$ cat src/rtl/sltf_pkg.sv
/*
 Shared constants and types of the self-test, lock and field-limit block.
 Assumes a 100 MHz core clock and 24-bit serial registers.
*/
package sltf_pkg;
   // Register offsets
   localparam logic [7:0]  ADDR_COM  = 8'h1E;
   localparam logic [7:0]  ADDR_CUSTOMER_STORAGE_WORD = 8'h1F;
   localparam logic [7:0]  ADDR_ANG  = 8'h20;
   // Position of the general error bit in the angle register
   localparam int          EF_BIT    = 23;
   // Lock patterns
   localparam logic [3:0]  LOCK_NVM  = 4'hC;
   localparam logic [3:0]  LOCK_ALL  = 4'h3;
   // Factory values; both limits carry their factory codes
   localparam logic [23:0] COM_RST   = 24'h0C094D;
   localparam logic [23:0] CUSTOMER_STORAGE_WORD_RST  = 24'h000000;
   // Field limit steps in gauss
   localparam logic [11:0] HI_STEP_G = 12'h020;
   localparam logic [11:0] LO_STEP_G = 12'h010;
   // Self-test duration
   localparam int          TEST_MS   = 30;
   localparam int          CLK_MHZ   = 100;
   localparam int          TEST_CYC  = TEST_MS * CLK_MHZ * 1000;
   // Transducer emulation: eight positions, 45 degrees apart
   localparam int          HALL_STEPS = 8;
   localparam logic [11:0] HALL_ANG   = 12'h200;
   localparam logic [11:0] HALL_TOL   = 12'h040;
   // Pattern generator and compactor
   localparam logic [30:0] LFSR_SEED  = 31'h00000001;
   localparam logic [30:0] MISR_SEED  = 31'h00000000;
   localparam int          POLY_TAP   = 27;

   // Configuration word layout
   typedef struct packed {
      logic [3:0] lock;
      logic       powerup_logic_test_en;
      logic       powerup_transducer_test_en;
      logic [3:0] rsv;
      logic       dst;
      logic       serial_hard_reset_disable;
      logic [5:0] hi;
      logic [5:0] lo;
   } sltf_com_t;

   // Error and warning flags
   typedef struct packed {
      logic selftest_fail_flag;
      logic field_low_flag;
      logic field_high_flag;
   } sltf_flag_t;

   typedef enum logic [1:0] {ST_BOOT, ST_IDLE, ST_TEST} sltf_state_t;
endpackage : sltf_pkg

$ cat src/rtl/sltf_core.sv
/*
 Configuration register with permanent lock, power-up and serial
 self-tests (pattern generator/compactor and transducer emulation),
 field limit flags and general error aggregation.
 Assumes the serial front end turns frames into one-cycle register
 strobes, and that scan chains and the Hall path sit outside.
*/
// Overview of operation
// RL1: Code 1100 refuses nonvolatile writes, shadow allowed
// RL2: Code 0011 refuses nonvolatile and shadow writes
// RL3: Logic test enable runs it at power-up
// RL4: Transducer test enable runs it at power-up
// RL5: Both tests run together, about 30 ms
// RL6: Disable bit blocks serial self-test start
// RL7: Disable bit blocks serial hard reset
// RL8: High limit 32 G steps, zero disables
// RL9: High limit factory code 10 0101
// RL10: Low limit 16 G steps, zero disables
// RL11: Low limit factory code 00 1101
// RL12: Host may start self-tests any time; starts are taken only in idle, not during boot or a run
// RL13: Any test failure sets failure flag
// RL14: Test current emulates rotating field, angle judged
// RL15: Transducer test lasts about 30 ms
// RL16: 31 chains fed by 31-bit LFSR
// RL17: Chains compressed into checked 31-bit signature
// RL18: All flags readable through register map; only the general error is, as bit 23 at 0x20
// RL19: Unmasked error flags raise general error
// RL20: Field above high limit raises flags
// RL21: Field below low limit raises flags
// RL22: Stored lock field cannot be changed
`timescale 1ns/1ns
`default_nettype none
module sltf_core
   import sltf_pkg::*;
#(
   parameter int          TEST_CYCLES = TEST_CYC,
   parameter logic [30:0] LOGIC_SELF_TEST_SIG   = 31'h00000000
) (
   input  wire logic        core_clk_i,
   input  wire logic        sys_rst_i,
   input  wire logic        reg_wr_i,
   input  wire logic        reg_nvm_i,
   input  wire logic [7:0]  reg_addr_i,
   input  wire logic [23:0] reg_wdata_i,
   input  wire logic        reg_rd_i,
   output logic      [23:0] reg_rdata_o,
   output logic             reg_wr_err_o,
   input  wire logic        selftest_cmd_i,
   input  wire logic        hard_reset_cmd_i,
   output logic             hard_reset_o,
   output logic             scan_en_o,
   output logic      [30:0] scan_in_o,
   input  wire logic [30:0] scan_out_i,
   output logic             hall_test_en_o,
   output logic             hall_test_dir_o,
   output logic      [1:0]  hall_elem_sel_o,
   input  wire logic [11:0] hall_angle_i,
   input  wire logic [11:0] field_g_i,
   input  wire logic [2:0]  flag_mask_i,
   output logic             selftest_busy_o,
   output logic             selftest_fail_flag_o,
   output logic             field_high_flag_o,
   output logic             field_low_flag_o,
   output logic             general_error_flag_o
);
   // Step length of the transducer emulation
   localparam int          STEP_CYC = TEST_CYCLES / HALL_STEPS;
   localparam logic [21:0] T_END    = 22'(TEST_CYCLES - 1);
   localparam logic [18:0] S_END    = 19'(STEP_CYC - 1);

   // Clears reserved bits; keeps the old lock code when asked
   function automatic sltf_com_t com_merge(input sltf_com_t old_v,
                                           input sltf_com_t new_v,
                                           input logic keep);
      sltf_com_t r;
      r = new_v;
      r.rsv = 4'h0;
      if (keep) begin
         r.lock = old_v.lock;
      end
      return r;
   endfunction : com_merge

   // One shift of the shared polynomial
   function automatic logic [30:0] poly_step(input logic [30:0] v);
      return {v[29:0], v[30] ^ v[POLY_TAP]};
   endfunction : poly_step

   sltf_com_t   nvm_com_ff;     // Nonvolatile configuration
   logic [23:0] nvm_customer_storage_word_ff;    // Nonvolatile customer word
   sltf_com_t   sh_com_ff;      // Shadow configuration, steers logic
   logic [23:0] sh_customer_storage_word_ff;     // Shadow customer word
   sltf_state_t state_ff;       // Boot / idle / test
   logic [21:0] timer_ff;       // Test duration counter
   logic [18:0] step_tmr_ff;    // Emulation step counter
   logic [2:0]  step_ff;        // Emulated field position
   logic        logic_self_test_on_ff;    // Logic test active in this run
   logic        hall_on_ff;     // Transducer test active in this run
   logic        hall_bad_ff;    // Angle missed during this run
   logic [30:0] lfsr_ff;        // Pattern generator
   logic [30:0] misr_ff;        // Signature compactor
   sltf_flag_t  flag_ff;        // Error and warning flags
   logic        ef_ff;          // General error
   logic [23:0] rdata_ff;       // Read data
   logic        wr_err_ff;      // Refused write pulse
   logic        hrst_ff;        // Hard reset pulse

   // Lock decode from the nonvolatile copy only
   wire logic [3:0] lock_code  = nvm_com_ff.lock;
   wire logic       nvm_locked = (lock_code == LOCK_NVM) ||
                                 (lock_code == LOCK_ALL);
   wire logic       sh_locked  = (lock_code == LOCK_ALL);
   wire logic       hit_com    = reg_addr_i == ADDR_COM;
   wire logic       hit_customer_storage_word   = reg_addr_i == ADDR_CUSTOMER_STORAGE_WORD;
   wire logic       wr_hit     = reg_wr_i && (hit_com || hit_customer_storage_word);
   wire logic       in_boot    = state_ff == ST_BOOT;
   // Writes pass only when the lock allows them
   wire logic nvm_wr_ok = wr_hit && reg_nvm_i && !nvm_locked;  // [RL1]
   wire logic sh_wr_ok  = wr_hit && !reg_nvm_i && !sh_locked &&
                          !in_boot;                            // [RL2]
   wire sltf_com_t wcom = sltf_com_t'(reg_wdata_i);
   // Shadow never takes a new lock code once one is stored
   wire sltf_com_t sh_wcom  = com_merge(sh_com_ff, wcom,
                                        nvm_locked);           // [RL22]
   wire sltf_com_t nvm_wcom = com_merge(nvm_com_ff, wcom, 1'b0);

   // Test timing
   wire logic in_test  = state_ff == ST_TEST;
   wire logic t_end    = in_test && (timer_ff == T_END);
   wire logic s_end    = in_test && (step_tmr_ff == S_END);
   wire logic st_start = (state_ff == ST_IDLE) && selftest_cmd_i &&
                         !sh_com_ff.dst;                  // [RL6] [RL12]
   // Expected angle and wrap-around distance
   wire logic [11:0] exp_ang  = 12'(step_ff * HALL_ANG);
   wire logic [11:0] ang_d    = hall_angle_i - exp_ang;
   wire logic [11:0] ang_abs  = ang_d[11] ? (12'h000 - ang_d) : ang_d;
   wire logic        ang_miss = ang_abs > HALL_TOL;             // [RL14]
   wire logic        sig_bad  = logic_self_test_on_ff && (misr_ff != LOGIC_SELF_TEST_SIG);
   wire logic        run_fail = sig_bad ||
                                (hall_on_ff &&
                                 (hall_bad_ff || (s_end && ang_miss)));

   // Field limits in gauss
   wire logic [11:0] hi_lim = 12'(sh_com_ff.hi * HI_STEP_G);    // [RL8]
   wire logic [11:0] lo_lim = 12'(sh_com_ff.lo * LO_STEP_G);    // [RL10]
   wire logic hi_trip = (sh_com_ff.hi != 6'h00) && (field_g_i > hi_lim);
   wire logic lo_trip = (sh_com_ff.lo != 6'h00) && (field_g_i < lo_lim);
   wire sltf_flag_t live = '{selftest_fail_flag: flag_ff.selftest_fail_flag, field_low_flag: lo_trip, field_high_flag: hi_trip};
   wire logic ef_nxt = |(flag_ff & ~sltf_flag_t'(flag_mask_i)); // [RL19]

   // Read selection; reserved bits come back as zero
   wire logic [23:0] ang_word = 24'(ef_ff) << EF_BIT;
   wire logic [23:0] rd_mux   = hit_com  ? 24'(sh_com_ff) :
                                hit_customer_storage_word ? sh_customer_storage_word_ff :
                                (reg_addr_i == ADDR_ANG) ? ang_word :
                                24'h000000;                      // [RL18]

   // Nonvolatile store; reset stands for the factory contents
   always_ff @(posedge core_clk_i or posedge sys_rst_i) begin
      if (sys_rst_i) begin
         nvm_com_ff  <= sltf_com_t'(COM_RST);            // [RL9] [RL11]
         nvm_customer_storage_word_ff <= CUSTOMER_STORAGE_WORD_RST;
      end else if (nvm_wr_ok && hit_com) begin
         nvm_com_ff  <= nvm_wcom;                              // [RL1]
      end else if (nvm_wr_ok) begin
         nvm_customer_storage_word_ff <= reg_wdata_i;
      end
   end

   // Shadow copy: loaded from the store at boot, then host writes
   always_ff @(posedge core_clk_i or posedge sys_rst_i) begin
      if (sys_rst_i) begin
         sh_com_ff  <= sltf_com_t'(COM_RST);             // [RL9] [RL11]
         sh_customer_storage_word_ff <= CUSTOMER_STORAGE_WORD_RST;
      end else if (in_boot) begin
         sh_com_ff  <= nvm_com_ff;
         sh_customer_storage_word_ff <= nvm_customer_storage_word_ff;
      end else if (sh_wr_ok && hit_com) begin
         sh_com_ff  <= sh_wcom;                                // [RL2]
      end else if (sh_wr_ok) begin
         sh_customer_storage_word_ff <= reg_wdata_i;
      end
   end

   // Sequencer; one timer serves both tests so they end together
   always_ff @(posedge core_clk_i or posedge sys_rst_i) begin
      if (sys_rst_i) begin
         state_ff    <= ST_BOOT;
         logic_self_test_on_ff <= 1'b0;
         hall_on_ff  <= 1'b0;
      end else begin
         case (state_ff)
            ST_BOOT: begin
               // Power-up enables come from the stored copy
               logic_self_test_on_ff <= nvm_com_ff.powerup_logic_test_en;                  // [RL3]
               hall_on_ff  <= nvm_com_ff.powerup_transducer_test_en;                  // [RL4]
               state_ff    <= (nvm_com_ff.powerup_logic_test_en || nvm_com_ff.powerup_transducer_test_en) ?
                              ST_TEST : ST_IDLE;               // [RL5]
            end
            ST_IDLE: begin
               // Serial start runs both tests
               if (st_start) begin
                  logic_self_test_on_ff <= 1'b1;                        // [RL12]
                  hall_on_ff  <= 1'b1;
                  state_ff    <= ST_TEST;
               end
            end
            ST_TEST: begin
               if (t_end) begin
                  state_ff <= ST_IDLE;                  // [RL5] [RL15]
               end
            end
            default: begin
               state_ff <= ST_IDLE;
            end
         endcase
      end
   end

   // Duration and step counters, cleared outside a run
   always_ff @(posedge core_clk_i or posedge sys_rst_i) begin
      if (sys_rst_i) begin
         timer_ff    <= 22'h000000;
         step_tmr_ff <= 19'h00000;
         step_ff     <= 3'h0;
      end else if (!in_test || t_end) begin
         timer_ff    <= 22'h000000;
         step_tmr_ff <= 19'h00000;
         step_ff     <= 3'h0;
      end else begin
         timer_ff    <= timer_ff + 22'h000001;
         step_tmr_ff <= s_end ? 19'h00000 : step_tmr_ff + 19'h00001;
         step_ff     <= s_end ? step_ff + 3'h1 : step_ff;     // [RL14]
      end
   end

   // Pattern generator feeds all chains, compactor folds them
   always_ff @(posedge core_clk_i or posedge sys_rst_i) begin
      if (sys_rst_i) begin
         lfsr_ff <= LFSR_SEED;
         misr_ff <= MISR_SEED;
      end else if (in_test && logic_self_test_on_ff && !t_end) begin
         lfsr_ff <= poly_step(lfsr_ff);                       // [RL16]
         misr_ff <= poly_step(misr_ff) ^ scan_out_i;          // [RL17]
      end else if (!in_test) begin
         lfsr_ff <= LFSR_SEED;
         misr_ff <= MISR_SEED;
      end
   end

   // Angle check at the end of every emulation step
   always_ff @(posedge core_clk_i or posedge sys_rst_i) begin
      if (sys_rst_i) begin
         hall_bad_ff <= 1'b0;
      end else if (!in_test) begin
         hall_bad_ff <= 1'b0;
      end else if (hall_on_ff && s_end && ang_miss) begin
         hall_bad_ff <= 1'b1;                                 // [RL14]
      end
   end

   // Flags; the failure flag only clears when a new run starts
   always_ff @(posedge core_clk_i or posedge sys_rst_i) begin
      if (sys_rst_i) begin
         flag_ff <= '0;
         ef_ff   <= 1'b0;
      end else begin
         flag_ff <= live;                               // [RL20] [RL21]
         if (t_end && run_fail) begin
            flag_ff.selftest_fail_flag <= 1'b1;                              // [RL13]
         end else if (st_start) begin
            flag_ff.selftest_fail_flag <= 1'b0;
         end
         ef_ff <= ef_nxt;                                     // [RL19]
      end
   end

   // Bus answers and hard reset request
   always_ff @(posedge core_clk_i or posedge sys_rst_i) begin
      if (sys_rst_i) begin
         rdata_ff  <= 24'h000000;
         wr_err_ff <= 1'b0;
         hrst_ff   <= 1'b0;
      end else begin
         if (reg_rd_i) begin
            rdata_ff <= rd_mux;                               // [RL18]
         end
         wr_err_ff <= wr_hit && !nvm_wr_ok && !sh_wr_ok;
         hrst_ff   <= hard_reset_cmd_i && !sh_com_ff.serial_hard_reset_disable;     // [RL7]
      end
   end

   assign reg_rdata_o          = rdata_ff;
   assign reg_wr_err_o         = wr_err_ff;
   assign hard_reset_o         = hrst_ff;
   assign scan_en_o            = in_test && logic_self_test_on_ff;
   assign scan_in_o            = lfsr_ff;
   assign hall_test_en_o       = in_test && hall_on_ff;
   assign hall_test_dir_o      = step_ff[2];
   assign hall_elem_sel_o      = step_ff[1:0];
   assign selftest_busy_o      = in_test;
   assign selftest_fail_flag_o = flag_ff.selftest_fail_flag;
   assign field_high_flag_o    = flag_ff.field_high_flag;
   assign field_low_flag_o     = flag_ff.field_low_flag;
   assign general_error_flag_o = ef_ff;
endmodule : sltf_core
`default_nettype wire

$ cat config.mk
export PLATFORM = sky130hd
export DESIGN_NAME = sltf_core
export DESIGN_NICKNAME = d
export VERILOG_FILES = /design/src/rtl/sltf_pkg.sv /design/src/rtl/sltf_core.sv
export SDC_FILE = /design/constraint.sdc
export NUM_CORES = 1
export LEC_CHECK = 0
export ABC_AREA = 1
export BUFFER_PORTS_ARGS = -buffer_cell sky130_fd_sc_hd__buf_2
export CAP_MARGIN = 20
export CELL_PAD_IN_SITES_DETAIL_PLACEMENT = 1
export CELL_PAD_IN_SITES_GLOBAL_PLACEMENT = 2
export CORE_MARGIN = 3
export CORE_UTILIZATION = 35
export DETAILED_ROUTE_END_ITERATION = 10
export PLACE_DENSITY = 0.85
export SLEW_MARGIN = 20
export SYNTH_ARGS = -nofsm -noshare
export SYNTH_HDL_FRONTEND = slang
export SYNTH_SLANG_ARGS = --single-unit
$ cat constraint.sdc
create_clock -name core_clk_i -period 10 [get_ports core_clk_i]
set_input_delay 0.5 -clock core_clk_i [delete_from_list [all_inputs] [get_ports core_clk_i]]
set_output_delay 0.5 -clock core_clk_i [all_outputs]
set_load 0.03 [all_outputs]
==> results.tsv <==
stage	metric	value	unit
grt	grt_pass1_wl	52200	um
timing	worst_slew_margin_rel	40.4	%
drt	drt_wl_total	31700	um
worst_setup_path	reg2reg_from	timer_ff[0]	
timing	setup_viol	0	
die	rows	65	
pwr	leakage	6.40	nW
clock_network	cts_resized	0	
timing	fin_setup_tns	0	ns
worst_hold_path	hold_class	in -> async	
synth	synth.top_cell.area_share	47.1	%
die	die_y	185	um
die	start_util	35.6	%
die	dieWidth	185	um
worst_setup_path	cp_max_fo	64	
worst_setup_path	cp-start-kind	register	
synth	synth.distinct_cells	43	
clock_network	path_clk_slew	0.06	ns
synth	ys_seq_area_share	51.1	%
finish	fillers	3849	
pwr	intPower	1.74	mW
drt	ant_nets	0	
clock_network	root_buffer	clkbuf_16	
timing	worstMarginPinSlew	0.892	ns
timing	fin_skew	0.0184	ns
worst_setup_path	worst_ep_required_time	9.50	ns
timing	whs	0.0665	ns
grt	grt_pass1_vias	9815	
timing	fmax	0.355	GHz
placed_design	io_buffers	163	
die	core_area	0.0316	mm^2
timing	drv_slew	0	
synth	synth-xor-area-share	4.59	%
synth	synthAdderAreaFrac	1.85	%
die	ios	164	
synth	synth_mux_area_share	0	%
synth	syn-cell-area	0.0113	mm^2
synth	synth_compound_area_share	10.0	%
clock_network	clock_path_buffers	3	
finish	drive_gt1_share	18.1	%
pwr	comb_power_share	10.1	%
clock_network	cts_setup_buffers	0	
placed_design	pre_cts_ws	7.00	ns
synth	yosysWarnings	0	
drt	met3_length	1400	um
synth	ys_ff_latch	229	
grt	grt_util_all_layers	18.5	%
timing	final.min_clock_period	2.82	ns
worst_setup_path	path_class	reg -> out	
worst_setup_path	max_stage_delay	0.56	ns
clock_network	htreeDepth	1	
drt	vias	9477	
clock_network	clk_latency	0.54	ns
synth	async_reset_ff_share	100	%
clock_network	cts_tree	yes	
die	fp.dieArea	0.0343	mm^2
synth	avgSynthCellArea	8.39	um^2
pwr	p_clk_share	43.4	%
clock_network	cts_hold_buf	0	
synth	syn_inst	1342	
drt	drc	0	
placed_design	dpl.cell_count	1858	
worst_setup_path	path_cells	inv_1, nand2_1, inv_2, buf_4, buf_2	
grt	grt_antenna_before_repair	1	
pwr	power_frac_seq	46.5	%
timing	finalHoldViolCount	0	
drt	wl_met1	15600	um
grt	grt_max_degree	95	
finish	layout.cells.non_filler	1908	
pwr	powerDensity	178	mW/mm^2
drt	wl_per_cell	16.6	um
worst_setup_path	startpoint	state_ff[0]	
drt	routed.top_layer	met5	
worst_setup_path	critPathCaptureType	primary output	
synth	synthSimpleGateAreaFrac	24.1	%
pwr	ir_worst_vdd	122	uV
worst_setup_path	crit_slowest_cell	buf_4	
synth	synth_top_family_by_area	simple AND/OR/NAND/NOR gates	
flow_run	cap_violations	0	
worst_setup_path	crit_arrival	2.32	ns
pwr	p_switching	599	uW
clock_network	clock_sinks	229	
timing	grt_setup_unrepaired	false	
timing	period_share	28.2	%
synth	synth_top_area_cell	dfrtp_1	
synth	syn-num-nets	1455	
finish	areaGrowthSynthToFinish	17.1	%
finish	fin_nets	1597	
pwr	swShare	25.6	%
clock_network	cts-buffers-inserted	26	
timing	setup_slack	7.18	ns
drt	wl_met2	14100	um
drt	drtPass1Iterations	4	
synth	synthFlopType	dfrtp_1	
synth	synth_edf_count	0	
placed_design	gp_congestion	0.814	
placed_design	dp.final_hpwl	22400	um
grt	overflow	0	
status	status	finished clean	
drt	avgViaCountPerCell	4.97	
drt	drtIter0Drc	486	
synth	ys_top_cells_by_area	dfrtp_1 47%, nand2_1 9.6%, nor2_1 5.6%, inv_1 4.8%, nand3_1 4.5%	
stage by stage:
stage               cell area [um^2]  power (mW)  util, %
CTS                            13200        2.37     41.6
detailed placement             12300        1.34     38.7
global route                   13200        2.46     41.6
global placement               12300        1.33     38.7
floorplan                      11300        1.26        -
finish                         13200        2.34     41.6
cells in the mapped netlist (all sizes together), types with 2 or more instances:
master  instances
a21oi          17
a31oi          10
buf            38
clkbuf         17
clkinv          2
dfrtp         212
dfstp          17
ha             15
inv           149
nand2         294
nand3         107
nand4          26
nor2          170
nor3           27
nor3b           4
nor4            4
o21ai         149
o21bai          4
o22ai          12
o31ai           3
xnor2          39
xor2           20
layout make-up:
| cell class | instances | area [um^2] | share of cell area [%] |
|---|---|---|---|
| Antenna cell | 2 | 5.00 | 0.0380 |
| Clock buffer | 37 | 742 | 5.63 |
| Clock inverter | 11 | 169 | 1.28 |
| Inverter | 151 | 576 | 4.37 |
| Multi-Input combinational cell | 907 | 4570 | 34.7 |
| Sequential cell | 229 | 5750 | 43.7 |
| Tap cell | 402 | 503 | 3.82 |
| Timing Repair Buffer | 169 | 865 | 6.56 |
cells by family (layout without fill, tap and decap cells):
logic type / count (synthesis) / count (layout)
flops: 229 / 229
xor+xnor: 59 / 59
simple gates: 633 / 633
other cells: 0 / 2
compound gates: 199 / 199
buf+inv: 206 / 368
fa+ha+maj: 16 / 16
power groups by stage:
stage	Combinational (mW)	Sequential, mW	Clock [mW]
6_report	0.236	1.09	1.02
5_1_grt	0.271	1.10	1.08
4_1_cts	0.241	1.09	1.04
3_5_place_dp	0.237	1.11	0
3_3_place_gp	0.229	1.10	0
2_1_floorplan	0.161	1.10	0
worst paths after layout:
kind	to	slack (ns)	depth (start not counted)
min in group core_clk_i	hard_reset_o	0.20	3
hold / removal	reg_rdata_o[7]	0.07	2
max in group asynchronous	step_tmr_ff[11]	8.63	3
setup / recovery	selftest_busy_o	7.18	5
hold reg to reg	sh_com_ff[18]	0.47	2
setup reg to reg	scan_in_o[26]	7.24	9
flip-flops by register name, indices dropped and copies added (netlist names):
signal and cells:
hard_reset_o 1, timer_ff 22, scan_in_o 31, field_high_flag_o 1, field_low_flag_o 1, reg_rdata_o 24, lock_code 4, step_tmr_ff 19
step_ff 3, reg_wr_err_o 1, sh_customer_storage_word_ff 24, selftest_fail_flag_o 1, hall_bad_ff 1, nvm_customer_storage_word_ff 24, misr_ff 31, logic_self_test_on_ff 1
nvm_com_ff 16, state_ff 2, sh_com_ff 20, hall_on_ff 1, general_error_flag_o 1
metal layers:
metal	vias up	track usage, %
li1	4625	-
met1	4657	27.0
met2	154	29.7
met3	39	2.47
met4	2	3.84
met5	-	0
worst max-delay path, delay by kind of cell, from the launching register on:
family / cells / cell delay (ns)
buffers and inverters: 4 / 1.11
DFF: 1 / 0.40
and+or+nand+nor: 1 / 0.22
placed cells by master, fill, tap and decap left out, types with 6 or more instances in the layout:
cell and n:
nand2_1 289, dfrtp_1 212, nor2_1 166, buf_2 163, inv_1 142, nand3_1 102, o21ai_0 99, xnor2_1 39
o21ai_1 30, nor3_1 26, clkbuf_16 26, nand4_1 25, o21ai_2 20, xor2_1 20, a21oi_1 17, dfstp_2 17
ha_1 15, o22ai_1 12, a31oi_1 10, inv_2 6, clkinv_2 6, clkbuf_1 6
No activity file was read; power rests on OpenSTA's default activity.
